--- src/design/cnm_nmt_regs.svh ---
// Constants for the node identity and NMT command handler
// Assumes a plain register port with byte addresses, one word each
// Functional notes
// - First identity set adopts the ID, starts frames, initialises all COB-IDs.
// - Identity set is a command error in Operational or Stopped.
// - Later positive ID changes only the ID; negated ID also reinitialises COB-IDs.
// - ID zero takes low 7 serial bits; 1 to 127 used directly.
// - Serial-derived ID of zero is a command error, reserved for broadcast.
// - Local request 1 Operational, 2 Stopped, 128 Pre-Operational, 130 reset then Pre-Op.
// - Local request accepts only its four codes, distinct from state codes.
// - State reported as 127 Pre-Operational, 5 Operational, 4 Stopped.
// - Pre-Operational allows NMT, SDO and dictionary access, no PDO.
// - Operational allows NMT, SDO and PDO traffic.
// - Stopped allows NMT only, no SDO or PDO.
// - Communication reset restores default COB-IDs then enters Pre-Operational.
// - Remote node reset code 129 fully resets targeted nodes.
// - Remote target 0 addresses all nodes, 1 to 127 one node.
// - Free transmit buffer: remote frame queued, only Zero flag set.
// - Pending earlier transmission: nothing sent, only Negative flag set.
// - Remote request accepts only codes 1, 2, 128, 129 and 130.
// - Writes to state-dependent dictionary objects only in Pre-Operational.
`ifndef CNM_NMT_REGS_SVH
`define CNM_NMT_REGS_SVH

// ****************************************
// Register offsets
// ****************************************
`define CNM_ID_SET_OFS    8'h00
`define CNM_LOCAL_OFS     8'h04
`define CNM_REMOTE_OFS    8'h08
`define CNM_STATUS_OFS    8'h0C
`define CNM_SERIAL_OFS    8'h10

// ****************************************
// Status field positions
// ****************************************
`define CNM_STS_CODE_LSB  0
`define CNM_STS_ID_LSB    8
`define CNM_STS_CFG_BIT   15
`define CNM_STS_ERR_BIT   16
`define CNM_STS_ZERO_BIT  17
`define CNM_STS_NEG_BIT   18
`define CNM_STS_PEND_BIT  19
`define CNM_STS_CANEN_BIT 20
`define CNM_REM_TGT_LSB   16

// ****************************************
// Request and state codes
// ****************************************
`define CNM_REQ_OP        16'h0001
`define CNM_REQ_STOP      16'h0002
`define CNM_REQ_PRE       16'h0080
`define CNM_REQ_RST_NODE  16'h0081
`define CNM_REQ_RST_COMM  16'h0082
`define CNM_CODE_INIT     8'h00
`define CNM_CODE_PRE      8'h7F
`define CNM_CODE_OP       8'h05
`define CNM_CODE_STOP     8'h04
`define CNM_ID_MAX        16'h007F
`define CNM_ID_NEG_MIN    16'hFF81
`define CNM_TGT_MAX       16'h007F

`endif

--- src/design/cnm_pkg.sv ---
// Types shared by the node identity and NMT command handler
// Assumes constants come from cnm_nmt_regs.svh
package cnm_pkg;

   // NMT states, init is before CAN is configured
   typedef enum logic [1:0] {ST_INIT, ST_PRE, ST_OP, ST_STOP} cnm_nmt_t;

   // Whole state of the command handler
   typedef struct packed {
      cnm_nmt_t    st;
      logic [7:0]  code;
      logic [6:0]  node_id;
      logic        configured;
      logic        can_en;
      logic        cobid_init;
      logic        cmd_err;
      logic        zero;
      logic        neg;
      logic        tx_valid;
      logic [7:0]  tx_cs;
      logic [6:0]  tx_node;
      logic [31:0] rdata;
      logic        allow_nmt;
      logic        allow_sdo;
      logic        allow_pdo;
      logic        dict_wr;
   } cnm_state_t;

endpackage

--- src/design/cnm_sync.sv ---
// Two-stage synchroniser for a bus of pin levels
// Assumes the levels change slowly compared with clk_i
`timescale 1ns/1ps
module cnm_sync #(
   parameter int W = 16
) (
   // Clock and reset
   input  wire logic         clk_i,
   input  wire logic         rst_i,
   // Levels
   input  wire logic [W-1:0] d_i,
   output logic      [W-1:0] q_o
);
   typedef struct packed {
      logic [W-1:0] s1;
      logic [W-1:0] s2;
   } cnm_sync_t;

   cnm_sync_t r;
   cnm_sync_t next_r;

   // First stage feeds only the second
   always_comb begin
      next_r.s1 = d_i;
      next_r.s2 = r.s1;
   end

   // Register both stages
   always_ff @(posedge clk_i) begin
      if (rst_i) begin
         r <= '0;
      end else begin
         r <= next_r;
      end
   end

   assign q_o = r.s2;
endmodule

--- src/design/cnm_perm.sv ---
// Traffic permissions for each NMT state
// Assumes the caller registers the outputs
`timescale 1ns/1ps
module cnm_perm import cnm_pkg::*; (
   // State in
   input  wire cnm_nmt_t st_i,
   // Permissions out
   output logic          nmt_o,
   output logic          sdo_o,
   output logic          pdo_o,
   output logic          dict_o
);
   // Decode permissions from state
   always_comb begin
      nmt_o  = 1'b0;
      sdo_o  = 1'b0;
      pdo_o  = 1'b0;
      dict_o = 1'b0;
      case (st_i)
         ST_PRE: begin
            nmt_o  = 1'b1;
            sdo_o  = 1'b1;
            dict_o = 1'b1;
         end
         ST_OP: begin
            nmt_o = 1'b1;
            sdo_o = 1'b1;
            pdo_o = 1'b1;
         end
         ST_STOP: begin
            nmt_o = 1'b1;
         end
         default: begin
            nmt_o = 1'b0;
         end
      endcase
   end
endmodule

--- src/design/cnm_nmt_ctrl.sv ---
// Node identity and NMT command handler, top level
// Assumes a register port on clk_i and a CAN transmitter
// that pulses nmt_tx_done_i when a queued NMT frame has left
//
// Our own choices: the register offsets and the address-and-strobe port.
`timescale 1ns/1ps
`include "cnm_nmt_regs.svh"
module cnm_nmt_ctrl import cnm_pkg::*; (
   // Clock and reset
   input  wire logic        clk_i,
   input  wire logic        rst_i,
   // Register port
   input  wire logic [7:0]  addr_i,
   input  wire logic [31:0] wdata_i,
   input  wire logic        wr_i,
   input  wire logic        rd_i,
   output logic      [31:0] rdata_o,
   // Serial identifier pins
   input  wire logic [15:0] serial_id_i,
   // NMT transmit buffer
   input  wire logic        nmt_tx_done_i,
   output logic             nmt_tx_valid_o,
   output logic      [7:0]  nmt_tx_cs_o,
   output logic      [6:0]  nmt_tx_node_o,
   // Node identity
   output logic      [6:0]  node_id_o,
   output logic             can_en_o,
   output logic             cobid_init_o,
   // NMT state and traffic gates
   output logic      [7:0]  nmt_state_o,
   output logic             allow_nmt_o,
   output logic             allow_sdo_o,
   output logic             allow_pdo_o,
   output logic             dict_wr_en_o
);

   // ****************************************
   // Declarations
   // ****************************************
   cnm_state_t  r;
   cnm_state_t  next_r;
   logic [15:0] ser_s;
   logic        p_nmt;
   logic        p_sdo;
   logic        p_pdo;
   logic        p_dict;
   logic [15:0] id_val;
   logic [15:0] id_mag;
   logic [15:0] req;
   logic [15:0] tgt;
   logic        wr_id;
   logic        wr_loc;
   logic        wr_rem;
   logic        req_ok;

   // ****************************************
   // Submodules
   // ****************************************

   // Serial identifier pins into clock domain
   cnm_sync #(
      .W (16)
   ) u_sync (
      .clk_i (clk_i),
      .rst_i (rst_i),
      .d_i   (serial_id_i),
      .q_o   (ser_s)
   );

   // Permissions for the present state
   cnm_perm u_perm (
      .st_i   (r.st),
      .nmt_o  (p_nmt),
      .sdo_o  (p_sdo),
      .pdo_o  (p_pdo),
      .dict_o (p_dict)
   );

   // ****************************************
   // Command decode helpers
   // ****************************************
   always_comb begin
      id_val = wdata_i[15:0];
      id_mag = 16'h0000 - wdata_i[15:0];
      req    = wdata_i[15:0];
      tgt    = wdata_i[31:16];
      wr_id  = wr_i && (addr_i == `CNM_ID_SET_OFS);
      wr_loc = wr_i && (addr_i == `CNM_LOCAL_OFS);
      wr_rem = wr_i && (addr_i == `CNM_REMOTE_OFS);
      req_ok = (req == `CNM_REQ_OP) || (req == `CNM_REQ_STOP) ||
               (req == `CNM_REQ_PRE) || (req == `CNM_REQ_RST_NODE) ||
               (req == `CNM_REQ_RST_COMM);
   end

   // ****************************************
   // Next state
   // ****************************************
   always_comb begin
      next_r            = r;
      next_r.cobid_init = 1'b0;
      next_r.rdata      = 32'h0000_0000;

      // Register reads, unmapped reads as zero
      if (rd_i) begin
         case (addr_i)
            `CNM_STATUS_OFS: begin
               next_r.rdata[`CNM_STS_CODE_LSB +: 8] = r.code;
               next_r.rdata[`CNM_STS_ID_LSB +: 7]   = r.node_id;
               next_r.rdata[`CNM_STS_CFG_BIT]       = r.configured;
               next_r.rdata[`CNM_STS_ERR_BIT]       = r.cmd_err;
               next_r.rdata[`CNM_STS_ZERO_BIT]      = r.zero;
               next_r.rdata[`CNM_STS_NEG_BIT]       = r.neg;
               next_r.rdata[`CNM_STS_PEND_BIT]      = r.tx_valid;
               next_r.rdata[`CNM_STS_CANEN_BIT]     = r.can_en;
            end
            `CNM_REMOTE_OFS: begin
               next_r.rdata[7:0]                     = r.tx_cs;
               next_r.rdata[`CNM_REM_TGT_LSB +: 7]   = r.tx_node;
            end
            `CNM_SERIAL_OFS: begin
               next_r.rdata[15:0] = ser_s;
            end
            default: begin
               next_r.rdata = 32'h0000_0000;
            end
         endcase
      end

      // Transmitter has sent the queued frame
      if (r.tx_valid && nmt_tx_done_i) begin
         next_r.tx_valid = 1'b0;
      end

      // Any command clears the result flags
      if (wr_id || wr_loc || wr_rem) begin
         next_r.cmd_err = 1'b0;
         next_r.zero    = 1'b0;
         next_r.neg     = 1'b0;
      end

      // Identity set command
      if (wr_id) begin
         if ((r.st == ST_OP) || (r.st == ST_STOP)) begin
            next_r.cmd_err = 1'b1;
         end else if (id_val == 16'h0000) begin
            if (ser_s[6:0] == 7'h00) begin
               next_r.cmd_err = 1'b1;
            end else begin
               next_r.node_id    = ser_s[6:0];
               next_r.cobid_init = !r.configured;
               next_r.configured = 1'b1;
            end
         end else if (id_val <= `CNM_ID_MAX) begin
            next_r.node_id    = id_val[6:0];
            next_r.cobid_init = !r.configured;
            next_r.configured = 1'b1;
         end else if (id_val >= `CNM_ID_NEG_MIN) begin
            next_r.node_id    = id_mag[6:0];
            next_r.cobid_init = 1'b1;
            next_r.configured = 1'b1;
         end else begin
            next_r.cmd_err = 1'b1;
         end
         if (!next_r.cmd_err) begin
            next_r.can_en = 1'b1;
            next_r.st     = ST_PRE;
         end
      end

      // Local transition command, needs CAN running
      if (wr_loc) begin
         if (r.st == ST_INIT) begin
            next_r.cmd_err = 1'b1;
         end else begin
            case (req)
               `CNM_REQ_OP: begin
                  next_r.st = ST_OP;
               end
               `CNM_REQ_STOP: begin
                  next_r.st = ST_STOP;
               end
               `CNM_REQ_PRE: begin
                  next_r.st = ST_PRE;
               end
               `CNM_REQ_RST_COMM: begin
                  next_r.cobid_init = 1'b1;
                  next_r.st         = ST_PRE;
               end
               default: begin
                  next_r.cmd_err = 1'b1;
               end
            endcase
         end
      end

      // Remote transition command
      if (wr_rem) begin
         if (!req_ok || (tgt > `CNM_TGT_MAX) || (r.st == ST_INIT)) begin
            next_r.cmd_err = 1'b1;
         end else if (r.tx_valid) begin
            next_r.neg = 1'b1;
         end else begin
            next_r.zero     = 1'b1;
            next_r.tx_valid = 1'b1;
            next_r.tx_cs    = req[7:0];
            next_r.tx_node  = tgt[6:0];
         end
      end

      case (next_r.st)
         ST_PRE: begin
            next_r.code = `CNM_CODE_PRE;
         end
         ST_OP: begin
            next_r.code = `CNM_CODE_OP;
         end
         ST_STOP: begin
            next_r.code = `CNM_CODE_STOP;
         end
         default: begin
            next_r.code = `CNM_CODE_INIT;
         end
      endcase

      // Registered traffic gates
      next_r.allow_nmt = p_nmt;
      next_r.allow_sdo = p_sdo;
      next_r.allow_pdo = p_pdo;
      next_r.dict_wr   = p_dict;
   end

   // ****************************************
   // State register
   // ****************************************
   always_ff @(posedge clk_i) begin
      if (rst_i) begin
         r    <= '0;
         r.st <= ST_INIT;
      end else begin
         r <= next_r;
      end
   end

   // Outputs straight from the state register
   assign rdata_o        = r.rdata;
   assign nmt_tx_valid_o = r.tx_valid;
   assign nmt_tx_cs_o    = r.tx_cs;
   assign nmt_tx_node_o  = r.tx_node;
   assign node_id_o      = r.node_id;
   assign can_en_o       = r.can_en;
   assign cobid_init_o   = r.cobid_init;
   assign nmt_state_o    = r.code;
   assign allow_nmt_o    = r.allow_nmt;
   assign allow_sdo_o    = r.allow_sdo;
   assign allow_pdo_o    = r.allow_pdo;
   assign dict_wr_en_o   = r.dict_wr;
endmodule

--- config.mk ---
export PLATFORM = sky130hd
export DESIGN_NAME = cnm_nmt_ctrl
export DESIGN_NICKNAME = d
export VERILOG_FILES = /design/src/design/cnm_pkg.sv /design/src/design/cnm_sync.sv /design/src/design/cnm_perm.sv /design/src/design/cnm_nmt_ctrl.sv
export VERILOG_INCLUDE_DIRS = /design/src /design/src/design
export SDC_FILE = /design/constraint.sdc
export NUM_CORES = 1
export LEC_CHECK = 0
export ABC_AREA = 0
export BUFFER_PORTS_ARGS = -buffer_cell sky130_fd_sc_hd__clkbuf_2
export CORE_MARGIN = 2
export CORE_UTILIZATION = 50
export DETAILED_ROUTE_END_ITERATION = 12
export GPL_TIMING_DRIVEN = 0
export PLACE_DENSITY_LB_ADDON = 0.3
export RECOVER_POWER = 50
export SETUP_SLACK_MARGIN = 0.05
export SKIP_CTS_REPAIR_TIMING = 1
export SLEW_MARGIN = 20
export SYNTH_ARGS = -nofsm -noshare
export SYNTH_HDL_FRONTEND = slang
export SYNTH_SLANG_ARGS = --single-unit
--- constraint.sdc ---
create_clock -name clk_i -period 3.7 [get_ports clk_i]
set_input_delay 0.555 -clock clk_i [delete_from_list [all_inputs] [get_ports clk_i]]
set_output_delay 0.555 -clock clk_i [all_outputs]
set_load 0.1 [all_outputs]
## Yosys cells after proc, flatten, opt, wreduce, memory -nomap -nowiden

Index checks and enable logic that the tools add are counted.

| word-level totals | value |
|---|---|
| input bits | 61 |
| register bits after elaboration | 107 |
| output and inout port bits | 69 |

| cells by class | value |
|---|---|
| multiplexer cells | 41 |
| order comparisons | 3 |
| add/subtract/negate cells | 1 |
| eq/ne operators | 16 |
| bitwise logic cells | 6 |
| reductions and logical operators | 29 |

Operators by type and width:

| cell | number |
|---|---|
| == test 16 x 8 -> 1 bit, second input constant | 3 |
| two-way mux 8 bit | 4 |
| case mux 8 bit (3 select lines) | 1 |
| two-way mux 1 bit | 21 |
| case mux 7 bit (3 select lines) | 1 |
| two-way mux 19 bit | 1 |
| two-way mux 18 bit | 1 |
| == test 16 x 1 -> 1 bit, second input constant | 1 |
| == test 16 x 2 -> 1 bit, second input constant | 1 |
| == test 8 x 4 -> 1 bit, second input constant | 2 |
| >= comparator 16 bit, second input constant | 1 |
| > comparator 16 x 7 -> 1 bit, second input constant | 1 |
| <= comparator 16 x 7 -> 1 bit, second input constant | 1 |
| logical NOT 16 bit | 1 |
| two-way mux 16 bit | 1 |
| case mux 8 bit (2 select lines) | 1 |
| two-way mux 2 bit | 7 |
| case mux 5 bit (2 select lines) | 1 |
| logical OR 1 bit | 9 |
| == test 2 bit, second input constant | 4 |
| == test 8 x 3 -> 1 bit, second input constant | 1 |
| == test 8 x 5 -> 1 bit, second input constant | 1 |
| logical NOT 8 bit | 1 |
| logical NOT 7 bit | 1 |
| 16 further kinds | 29 |

## Logic depth before layout (Yosys ltp)

Gate-level depths: netlist of run 1.

| depth | value |
|---|---|
| word-level depth | 17 |
| mapped depth | 10 |
| gate-level depth less buffers | 9 |

## By module

From an unflattened synthesis of run 1, not the netlist that was laid out.

| unflattened totals | value |
|---|---|
| cells, all modules | 432 |
| area total of the unflattened synthesis | 4083.9 µm² |

Modules (own cells, without submodules):

| module | times used | area an instance (µm²) | seq. area each (µm²) | cells each |
|---|---|---|---|---|
| cnm_nmt_ctrl | 1 | 3171.8 | 1221.2 | 359 |
| cnm_sync | 1 | 863.3 | 640.6 | 67 |
| cnm_perm | 1 | 48.8 | 0.0 | 6 |

## Worst setup path before layout of run 1

Ideal clock, no wire load.

| path | value |
|---|---|
| path type | input to register |
| start point | in wdata_i[0] |
| end point | reg r, in the netlist nmt_state_o[0] |
| path slack | 918 ps |
| buffers on the path | 0 |
| arrival time | 2654 ps |
| setup time | 128 ps |
| stages on the path | 9 |
| data required time | 3572 ps |
| cells stage by stage | inv_1 ha_1 nor3b_1 nand4_1 o21ai_2 nor2_1 o32a_1 ha_1 nor2b_1 |

RTL lines:

| item | RTL line | source |
|---|---|---|
| start: declaration | cnm_nmt_ctrl.sv:14 | `input wire logic [31:0] wdata_i,` |
| end signal: assignment | cnm_nmt_ctrl.sv:240 | `r <= next_r;` |
| end: declaration | cnm_nmt_ctrl.sv:40 | `cnm_state_t r;` |

==> results of run 1 <==
-- worst max-delay path by stage --
| stage | cells past startpoint | to | slack, ns |
|---|---|---|---|
| 5_1_grt | 10 | nmt_state_o[0] | 0.29 |
| 3_3_place_gp | 10 | nmt_state_o[0] | 0.29 |
| 3_5_place_dp | 10 | nmt_state_o[0] | 0.26 |
| 4_1_cts | 10 | nmt_state_o[0] | 0.63 |
| 2_1_floorplan | 9 | nmt_state_o[0] | 0.92 |
| 6_report | 10 | nmt_state_o[0] | 0.54 |
-- stage by stage --
step                hold slack (ns)  power, mW
floorplan                    0.4138      1.153
global placement             0.4173      1.218
detailed placement           0.4212      1.221
CTS                          0.3907      1.941
global route                 0.4023      1.989
finish                       0.3940      1.932
-- kinds of logic after synthesis --
family	count (synthesis)	share of synthesized area
compound gates	79	0.1324
simple gates	158	0.2163
xor+xnor	2	0.004155
mux	12	0.02878
flops	93	0.4415
other cells	1	0.0008894
fa+ha+maj	11	0.03264
buf+inv	94	0.1433
-- critical path, stage by stage --
cell	delay (ns)
clkbuf_2	0.13
inv_1	0.11
ha_1	0.29
nor3b_1	0.69
nand4_1	0.33
o21ai_2	0.38
nor2_1	0.14
o32a_1	0.36
ha_1	0.27
nor2b_1	0.12
-- cell usage in the layout, fill, tap and decap left out, drive strengths merged, types with 4 or more instances in the layout --
master,synthesis,final
nor2b,40,40
mux2i,11,11
nor4,9,9
a22oi,20,20
nor3,13,13
ha,11,11
nand4,8,8
nand3,8,8
buf,68,66
o21ai,8,8
inv,11,12
conb,1,10
dfxtp,93,93
a21oi,20,20
nor2,45,45
clkbuf,15,145
o31ai,4,4
and2,6,6
nand2,10,10
and3,5,5
-- report_power, final --
group	internal, mW	total [mW]	switching, mW
sequential	1.02	1.02	0.00671
combinational	0.0584	0.175	0.116
clock	0.378	0.734	0.356
total	1.45	1.93	0.479
-- layer usage --
layer | wire length [um] | global-route usage | vias up
li1 | - | - | 1778
met1 | 4418 | 0.2818 | 1647
met2 | 4738 | 0.3660 | 151
met3 | 790 | 0.02976 | 12
met4 | 139 | 0.07500 | 0
met5 | 0 | 0 | -
-- sequential cells by signal, summed over array words and instances, names as in the netlist, 3 cells and up --
register,count
nmt_state_o,3
r,6
u_sync.next_r,16
nmt_tx_cs_o,8
nmt_tx_node_o,7
u_sync.q_o,16
node_id_o,7
rdata_o,23
-- area by class of cell --
| cell class | instances | area, um^2 |
|---|---|---|
| Multi-Input combinational cell | 272 | 1784 |
| Clock inverter | 6 | 87.58 |
| Clock buffer | 9 | 123.9 |
| Buffer | 83 | 560.5 |
| Inverter | 11 | 41.29 |
| Timing Repair Buffer | 119 | 544.3 |
| Sequential cell | 93 | 1862 |
| Fill cell | 751 | 3040 |
| Tap cell | 105 | 131.4 |
==> out/qor.csv, run 1 <==
metric,value,unit
hpwlAfterDp,7795,um
synth_top_area_share,0.4415,
pre_cts_slack,0.2589,ns
regToRegEndpoint,nmt_state_o[0],
place_inst,683,
whs_endpoint,u_sync.next_r[6],
setup_viol,0,
dieHeight,95.83,um
io_buffers,119,
worst-slew-pin-transition,1.178,ns
antenna_found_initial,0,
nNetsFinal,661,
globalRoute.totalOverflow,0,
drv_cap,0,
yosys_register_bits,93,
timing.rr.start,r[73],
gp_congestion,0.8860,
core-area,0.008175,mm^2
crit_required,3.93,ns
cts_sinks,93,
clock_skew,0.009424,ns
ir_worst_vdd,217.1,uV
placed_cell_area,0.004977,mm^2
hold_start,serial_id_i[6],
fin_util,0.6281,
drt_first_pass_iters,5,
critPathCaptureType,flop,
routed_wl,10090,um
ys_async_sr_fraction,0,
ys_top_cells_by_count,"dfxtp_1, buf_4, nor2_1",
numCtsBuffers,9,
worst_r2r_path_depth,9,
min_period_over_period,0.8540,
synth.avg_cell_area,9.370,um^2
grt_pass1_vias,3100,
clkTransAtPathRegs,0.09,ns
r2r_slack,0.67,ns
worstPathArrival,3.39,ns
synth-seq-area-share,0.4415,
worst_hold_path.num_cells,2,
initial_utilization,0.5158,
p_leak,2.153,nW
drive_above_1_share,0.2850,
hold_path_class,input port to flop,
n_antenna_cell,0,
vias_per_cell,5.140,
fin_ws,0.5402,ns
path_class,input port to flop,
outcome,finished clean,
grt_max_degree,16,
synth-edff-count,0,
max_clock_freq,316.5,MHz
instances_no_fill,698,
grt_usage,0.2158,
cp-start-kind,input port,
die_x,95.83,um
power_density,376.2,mW/mm^2
synth_top_area_cell,dfxtp_1,
clk_path_buf_depth,2,
relSlewSlack,0.2177,
period_needed,3.160,ns
vias,3588,
rsz0062_at_grt,false,
postLayoutCellArea,0.005135,mm^2
cts_htree_levels,3,
syn2layout_area_growth,21.78,%
ys_top_cells_by_area,"dfxtp_1, buf_4, nor2b_1",
ant_nets,0,
hold_viol_final,0,
clk-insertion-delay-late,0.36,ns
ys_warn_count,0,
ys_types,57,
cp-startpoint,wdata_i[0],
grt_pass1_wl,15050,um
cp_max_fo,8,
setup_tns,0,ns
rows,33,
root_buffer,clkbuf_8,
wire_per_inst,14.45,um
die_area,0.009183,mm^2
drv_slew,0,
synth_most_common_cell,dfxtp_1,
pin_count,130,
syn_inst,450,
syn_area,0.004217,mm^2
drc,0,
synthFlopType,dfxtp_1,
drt-initial-drc-count,172,
cts_tree,yes,
(Power assumes the default switching activity.)
==> inputs of run 2 (changes only) <==
GPL_TIMING_DRIVEN = default   (was 0)
==> run 2 against run 1 <==
Net effect:
- the flow now finishes with violations (capacitance limit, slew limit)
- cell area fell by 11%
- first-iteration DRC count rose by 25%
- register-to-register slack improved by 0.07 ns
- via count fell by 8.8%
- utilization fell by 7.0 points
- critical path type is now flop to flop
==> out/qor.csv, run 2 (synthesis gave the netlist of run 1 again) <==
metric,value,unit
relSlewSlack,-0.1100,
violations,"capacitance limit, slew limit",
power_density,388.6,mW/mm^2
rows,33,
hold_ws,0.4092,ns
io_buffers,119,
regArea,0.001862,mm^2
crit_required,3.88,ns
grt_max_degree,42,
hold_path_class,input port to flop,
max_clock_freq,337.9,MHz
pin_count,130,
cts_tree,yes,
syn2layout_area_growth,8.249,%
drt_first_pass_iters,6,
nNetsFinal,582,
path_class,flop to flop,
final_common_cell,dfxtp_1,
critPathCaptureType,flop,
cp-startpoint,r[73],
drt-initial-drc-count,215,
cp-endpoint,nmt_state_o[0],
drive_above_1_share,0.2097,
r2r_slack,0.74,ns
wire_per_inst,14.54,um
multi_input_area,0.001784,mm^2
min_period_over_period,0.7998,
fin_util,0.5583,
timing.rr.start,r[73],
numCtsBuffers,9,
routed_wl,9012,um
dieHeight,95.83,um
worst-slew-pin-transition,1.665,ns
initial_utilization,0.5158,
n_antenna_cell,0,
clock_skew,0.008183,ns
largest_reg_flops,23,
setup_viol,0,
period_needed,2.959,ns
fin_ws,0.7407,ns
p_leak,1.766,nW
die_x,95.83,um
die_area,0.009183,mm^2
clk-insertion-delay-late,0.35,ns
drc,0,
worst_r2r_path_depth,9,
gp_congestion,0.8931,
regToRegEndpoint,nmt_state_o[0],
root_buffer,clkbuf_8,
drv_slew,42,
grt_pass1_vias,2749,
n_fill_cell,817,
cts_htree_levels,3,
grt_usage,0.1941,
rsz0062_at_grt,false,
ir_worst_vdd,272.4,uV
pre_cts_slack,0.7479,ns
outcome,finished with violations,
vias,3274,
cp-start-kind,flop,
hold_viol_final,0,
final_cell_mix,"dfxtp_1, clkbuf_2, nor2_1",
cts_sinks,93,
grt_pass1_wl,13570,um
vias_per_cell,5.281,
setup_tns,0,ns
worstPathArrival,3.14,ns
cp_max_fo,9,
core-area,0.008175,mm^2
antenna_found_initial,0,
hpwlAfterDp,6831,um
ant_nets,0,
globalRoute.totalOverflow,0,
clk_path_buf_depth,2,
clkTransAtPathRegs,0.09,ns
drv_cap,1,
run 2: cell types whose count changed in the layout (fill, tap and decap cells not counted), moves of 2 or more:
cell	before	now
buf_4	64	3
clkinvlp_4	0	3
clkbuf_2	78	80
bufinv_16	2	0
clkbuf_1	58	41
run 2: power by group:
part / internal [mW] / total, mW / switching (mW) / leakage (nW)
combinational: 0.0492 / 0.159 / 0.110 / 0.931
sequential: 1.02 / 1.02 / 0.00618 / 0.756
clock: 0.248 / 0.592 / 0.345 / 0.0793
total: 1.31 / 1.77 / 0.461 / 1.77
run 2: critical path, stage by stage, from the launching register on:
cell and delay [ns]:
dfxtp_1 0.44, inv_1 0.12, ha_1 0.24, or4bb_1 0.47, nor3_1 0.41, a22oi_1 0.29, nor2_1 0.25, o32a_1 0.21
ha_1 0.23, nor2b_1 0.12
run 2: layout make-up:
class	count	area share
timing repair buffer	123	0.1255
clock inverter	6	0.009868
sequential	93	0.4079
clock buffer	10	0.02796
tap	105	0.02878
multi-input combinational	272	0.3909
inverter	11	0.009046
run 2: worst min path at each step:
stage,to,from,slack (ns),depth (start not counted)
floorplan,u_sync.q_o[0],u_sync.next_r[0],0.41,1
global placement,u_sync.q_o[1],u_sync.next_r[1],0.42,1
detailed placement,u_sync.q_o[2],u_sync.next_r[2],0.42,1
CTS,u_sync.next_r[1],serial_id_i[1],0.39,2
global route,u_sync.next_r[1],serial_id_i[1],0.38,2
finish,u_sync.next_r[1],serial_id_i[1],0.41,2
run 2: routing by layer:
layer  GRT usage  share of wire  wire length [um]
met1      0.2705           0.46              4153
met2      0.2902           0.44              3974
met3     0.05090          0.084               753
met4     0.06905          0.014               130
met5           0              0                 0
run 2: metrics by stage:
stage	instance area, um^2	cells	power [mW]
CTS	4617	620	1.797
global route	4564	620	1.859
finish	4564	620	1.774
global placement	4444	604	1.202
detailed placement	4444	604	1.204
floorplan	4250	459	1.153
==> inputs of run 3 (changes only) <==
ABC_AREA = 1   (was 0)
CORE_UTILIZATION = 47   (was 50)
clock period = 2.63 ns   (was 3.7 ns; I/O delays follow)
==> run 3 against run 2 <==
Net effect:
- the flow still finishes with violations (capacitance limit, slew limit)
- combinational power is 35% higher
- critical endpoint unchanged
- sequential share of layout area is 1.8 points lower
- synthesized area is 3.5% higher
- fmax is 32% higher
- non-clock buffer count stayed put
- first-iteration DRC count is 22% lower
- critical path depth is 4 higher
- clock skew is 0.0013 ns higher
- worst hold slack worse by 0.21 ns
==> out/qor.csv, run 3 <==
metric,value,unit
clk_path_buf_depth,2,
cts_sinks,93,
path_class,flop to flop,
clock_skew,0.009437,ns
clk-insertion-delay-late,0.36,ns
setup_viol,0,
synth_top_area_share,0.4265,
initial_utilization,0.4793,
nNetsFinal,739,
p_leak,2.361,nW
n_fill_cell,936,
drt-initial-drc-count,167,
vias,3603,
ant_nets,0,
grt_pass1_wl,14840,um
largest_reg_flops,23,
globalRoute.totalOverflow,0,
synthFlopType,dfxtp_1,
cp-startpoint,r[73],
cp_max_fo,5,
ys_warn_count,0,
synth_most_common_cell,nand2_1,
max_clock_freq,444.5,MHz
synth-edff-count,0,
grt_max_degree,55,
ys_async_sr_fraction,0,
fin_util,0.5247,
hpwlAfterDp,7234,um
worst_hold_path.num_cells,3,
worst_r2r_path_depth,13,
wire_per_inst,11.81,um
pin_count,130,
met3WireLength,500,um
hold_viol_final,0,
fin_ws,0.3804,ns
max_stage_delay,0.38,ns
cp-start-kind,flop,
die_x,100.4,um
cts_tree,yes,
rows,35,
min_period_over_period,0.8553,
hold_path_class,input port to flop,
crit_required,2.79,ns
path_cells,inv_1 -> ha_1 -> nor2_1 -> inv_1 -> nor2_1 -> nand4_1 -> nand2_1 -> nand2_1 -> nand2_1 -> inv_1 -> ha_1 -> inv_1 -> nor2_1,
drv_slew,55,
top_layer_used,met4,
ys_top_cells_by_count,"nand2_1, nor2_1, inv_1",
ys_top_cells_by_area,"dfxtp_1, buf_4, nand2_1",
power_density,536.3,mW/mm^2
root_buffer,clkbuf_8,
io_buffers,119,
pre_cts_slack,0.3519,ns
synth_top_area_cell,dfxtp_1,
critPathTopFamily,simple AND/OR/NAND/NOR gates,
gp_congestion,0.8987,
dieHeight,100.4,um
numCtsBuffers,9,
setup_tns,0,ns
routed_wl,9251,um
hold_start,serial_id_i[9],
syn_area,0.004365,mm^2
instances_no_fill,783,
syn_inst,600,
worst-slew-pin-transition,2.229,ns
die_area,0.01008,mm^2
worstPathArrival,2.41,ns
ys_types,35,
cts_htree_levels,3,
power_report.internal_total,1.858,mW
final_cell_mix,"nand2_1, nor2_1, inv_1",
path_buf_inv,4,
regToRegEndpoint,nmt_state_o[0],
antenna_found_initial,0,
cp.depth,13,
synth-seq-area-share,0.4265,
drc,0,
synth.avg_cell_area,7.276,um^2
p_comb_frac,0.084,
syn2layout_area_growth,9.487,%
met2WireLength,4136,um
vias_per_cell,4.602,
cpMostUsedCell,inv_1,
ir_worst_vdd,294.1,uV
multi_input_area,0.001637,mm^2
rsz0062_at_grt,false,
grt_pass1_vias,3306,
p_sw,705.0,uW
core-area,0.009109,mm^2
critPathCaptureType,flop,
n_antenna_cell,0,
clkTransAtPathRegs,0.10,ns
drive_above_1_share,0.1905,
r2r_slack,0.38,ns
clkPwrFrac,0.355,
outcome,finished with violations,
crit_path_top_delay_cell,dfxtp_1,
yosys_register_bits,93,
m1WireLength,4397,um
grt_usage,0.1875,
switching_share,0.2750,
final_common_cell,nand2_1,
regArea,0.001862,mm^2
period_needed,2.250,ns
relSlewSlack,-0.4863,
violations,"capacitance limit, slew limit",
drt_first_pass_iters,4,
drv_cap,1,
timing.rr.start,r[73],
whs_endpoint,u_sync.next_r[9],
seqPwrFrac,0.561,
place_inst,767,
run 3: cell types whose count changed after synthesis, sizes merged, moves of 6 or more:
cell | previous run | this run
a22oi | 20 | 0
mux2i | 11 | 0
nand3 | 8 | 33
and2 | 6 | 0
nor3 | 13 | 4
nor2 | 45 | 105
clkbuf | 15 | 2
nor4 | 9 | 0
a21oi | 20 | 27
buf | 68 | 74
nand2 | 10 | 117
inv | 11 | 96
nor2b | 40 | 0
run 3: cells by family (layout without fill, tap and decap cells):
kind of cell | after synthesis | count (layout) | share of synthesized area
AO/OA/AOI/OAI | 46 | 46 | 0.05933
XOR/XNOR | 2 | 2 | 0.004013
adder cells (fa/ha/maj) | 11 | 11 | 0.03153
buffers and inverters | 174 | 237 | 0.2064
flip-flops | 93 | 93 | 0.4265
other | 1 | 10 | 0.0008590
AND/OR/NAND/NOR | 273 | 273 | 0.2714
run 3: worst max path at each step:
stage,to
final,nmt_state_o[0]
after global routing,nmt_state_o[0]
after CTS,nmt_state_o[0]
after detailed placement,nmt_state_o[0]
after global placement,nmt_state_o[0]
after floorplan,nmt_state_o[0]
run 3: worst min-delay path, cell delays in order:
cell and delay [ns]:
clkbuf_2 0.08, inv_1 0.04, nor2_1 0.03
run 3: through the flow:
| stage | total power [mW] | hold WS (ns) | cell area, um^2 |
|---|---|---|---|
| floorplan | 1.622 | 0.3883 | 4399 |
| global placement | 1.683 | 0.3924 | 4631 |
| detailed placement | 1.686 | 0.3958 | 4631 |
| CTS | 2.584 | 0.1880 | 4822 |
| global route | 2.664 | 0.1949 | 4780 |
| finish | 2.563 | 0.2024 | 4780 |
run 3: final cells by class:
cell class / count / area share
tap: 111 / 0.02906
multi-input combinational: 342 / 0.3424
inverter: 98 / 0.07696
clock buffer: 9 / 0.02592
sequential: 93 / 0.3895
timing repair buffer: 123 / 0.1220
clock inverter: 7 / 0.01414
run 3: power groups by stage:
stage	sequential, mW	clock (mW)	combinational (mW)
after global routing	1.44	0.984	0.239
after CTS	1.44	0.930	0.216
final	1.44	0.910	0.215
after floorplan	1.47	0	0.154
after global placement	1.47	0	0.212
after detailed placement	1.47	0	0.215
run 3: per-layer routing:
layer	vias up	GRT usage
met5	-	0
met4	0	0.07482
met3	18	0.03900
met2	118	0.3072
met1	1587	0.2418
li1	1880	-
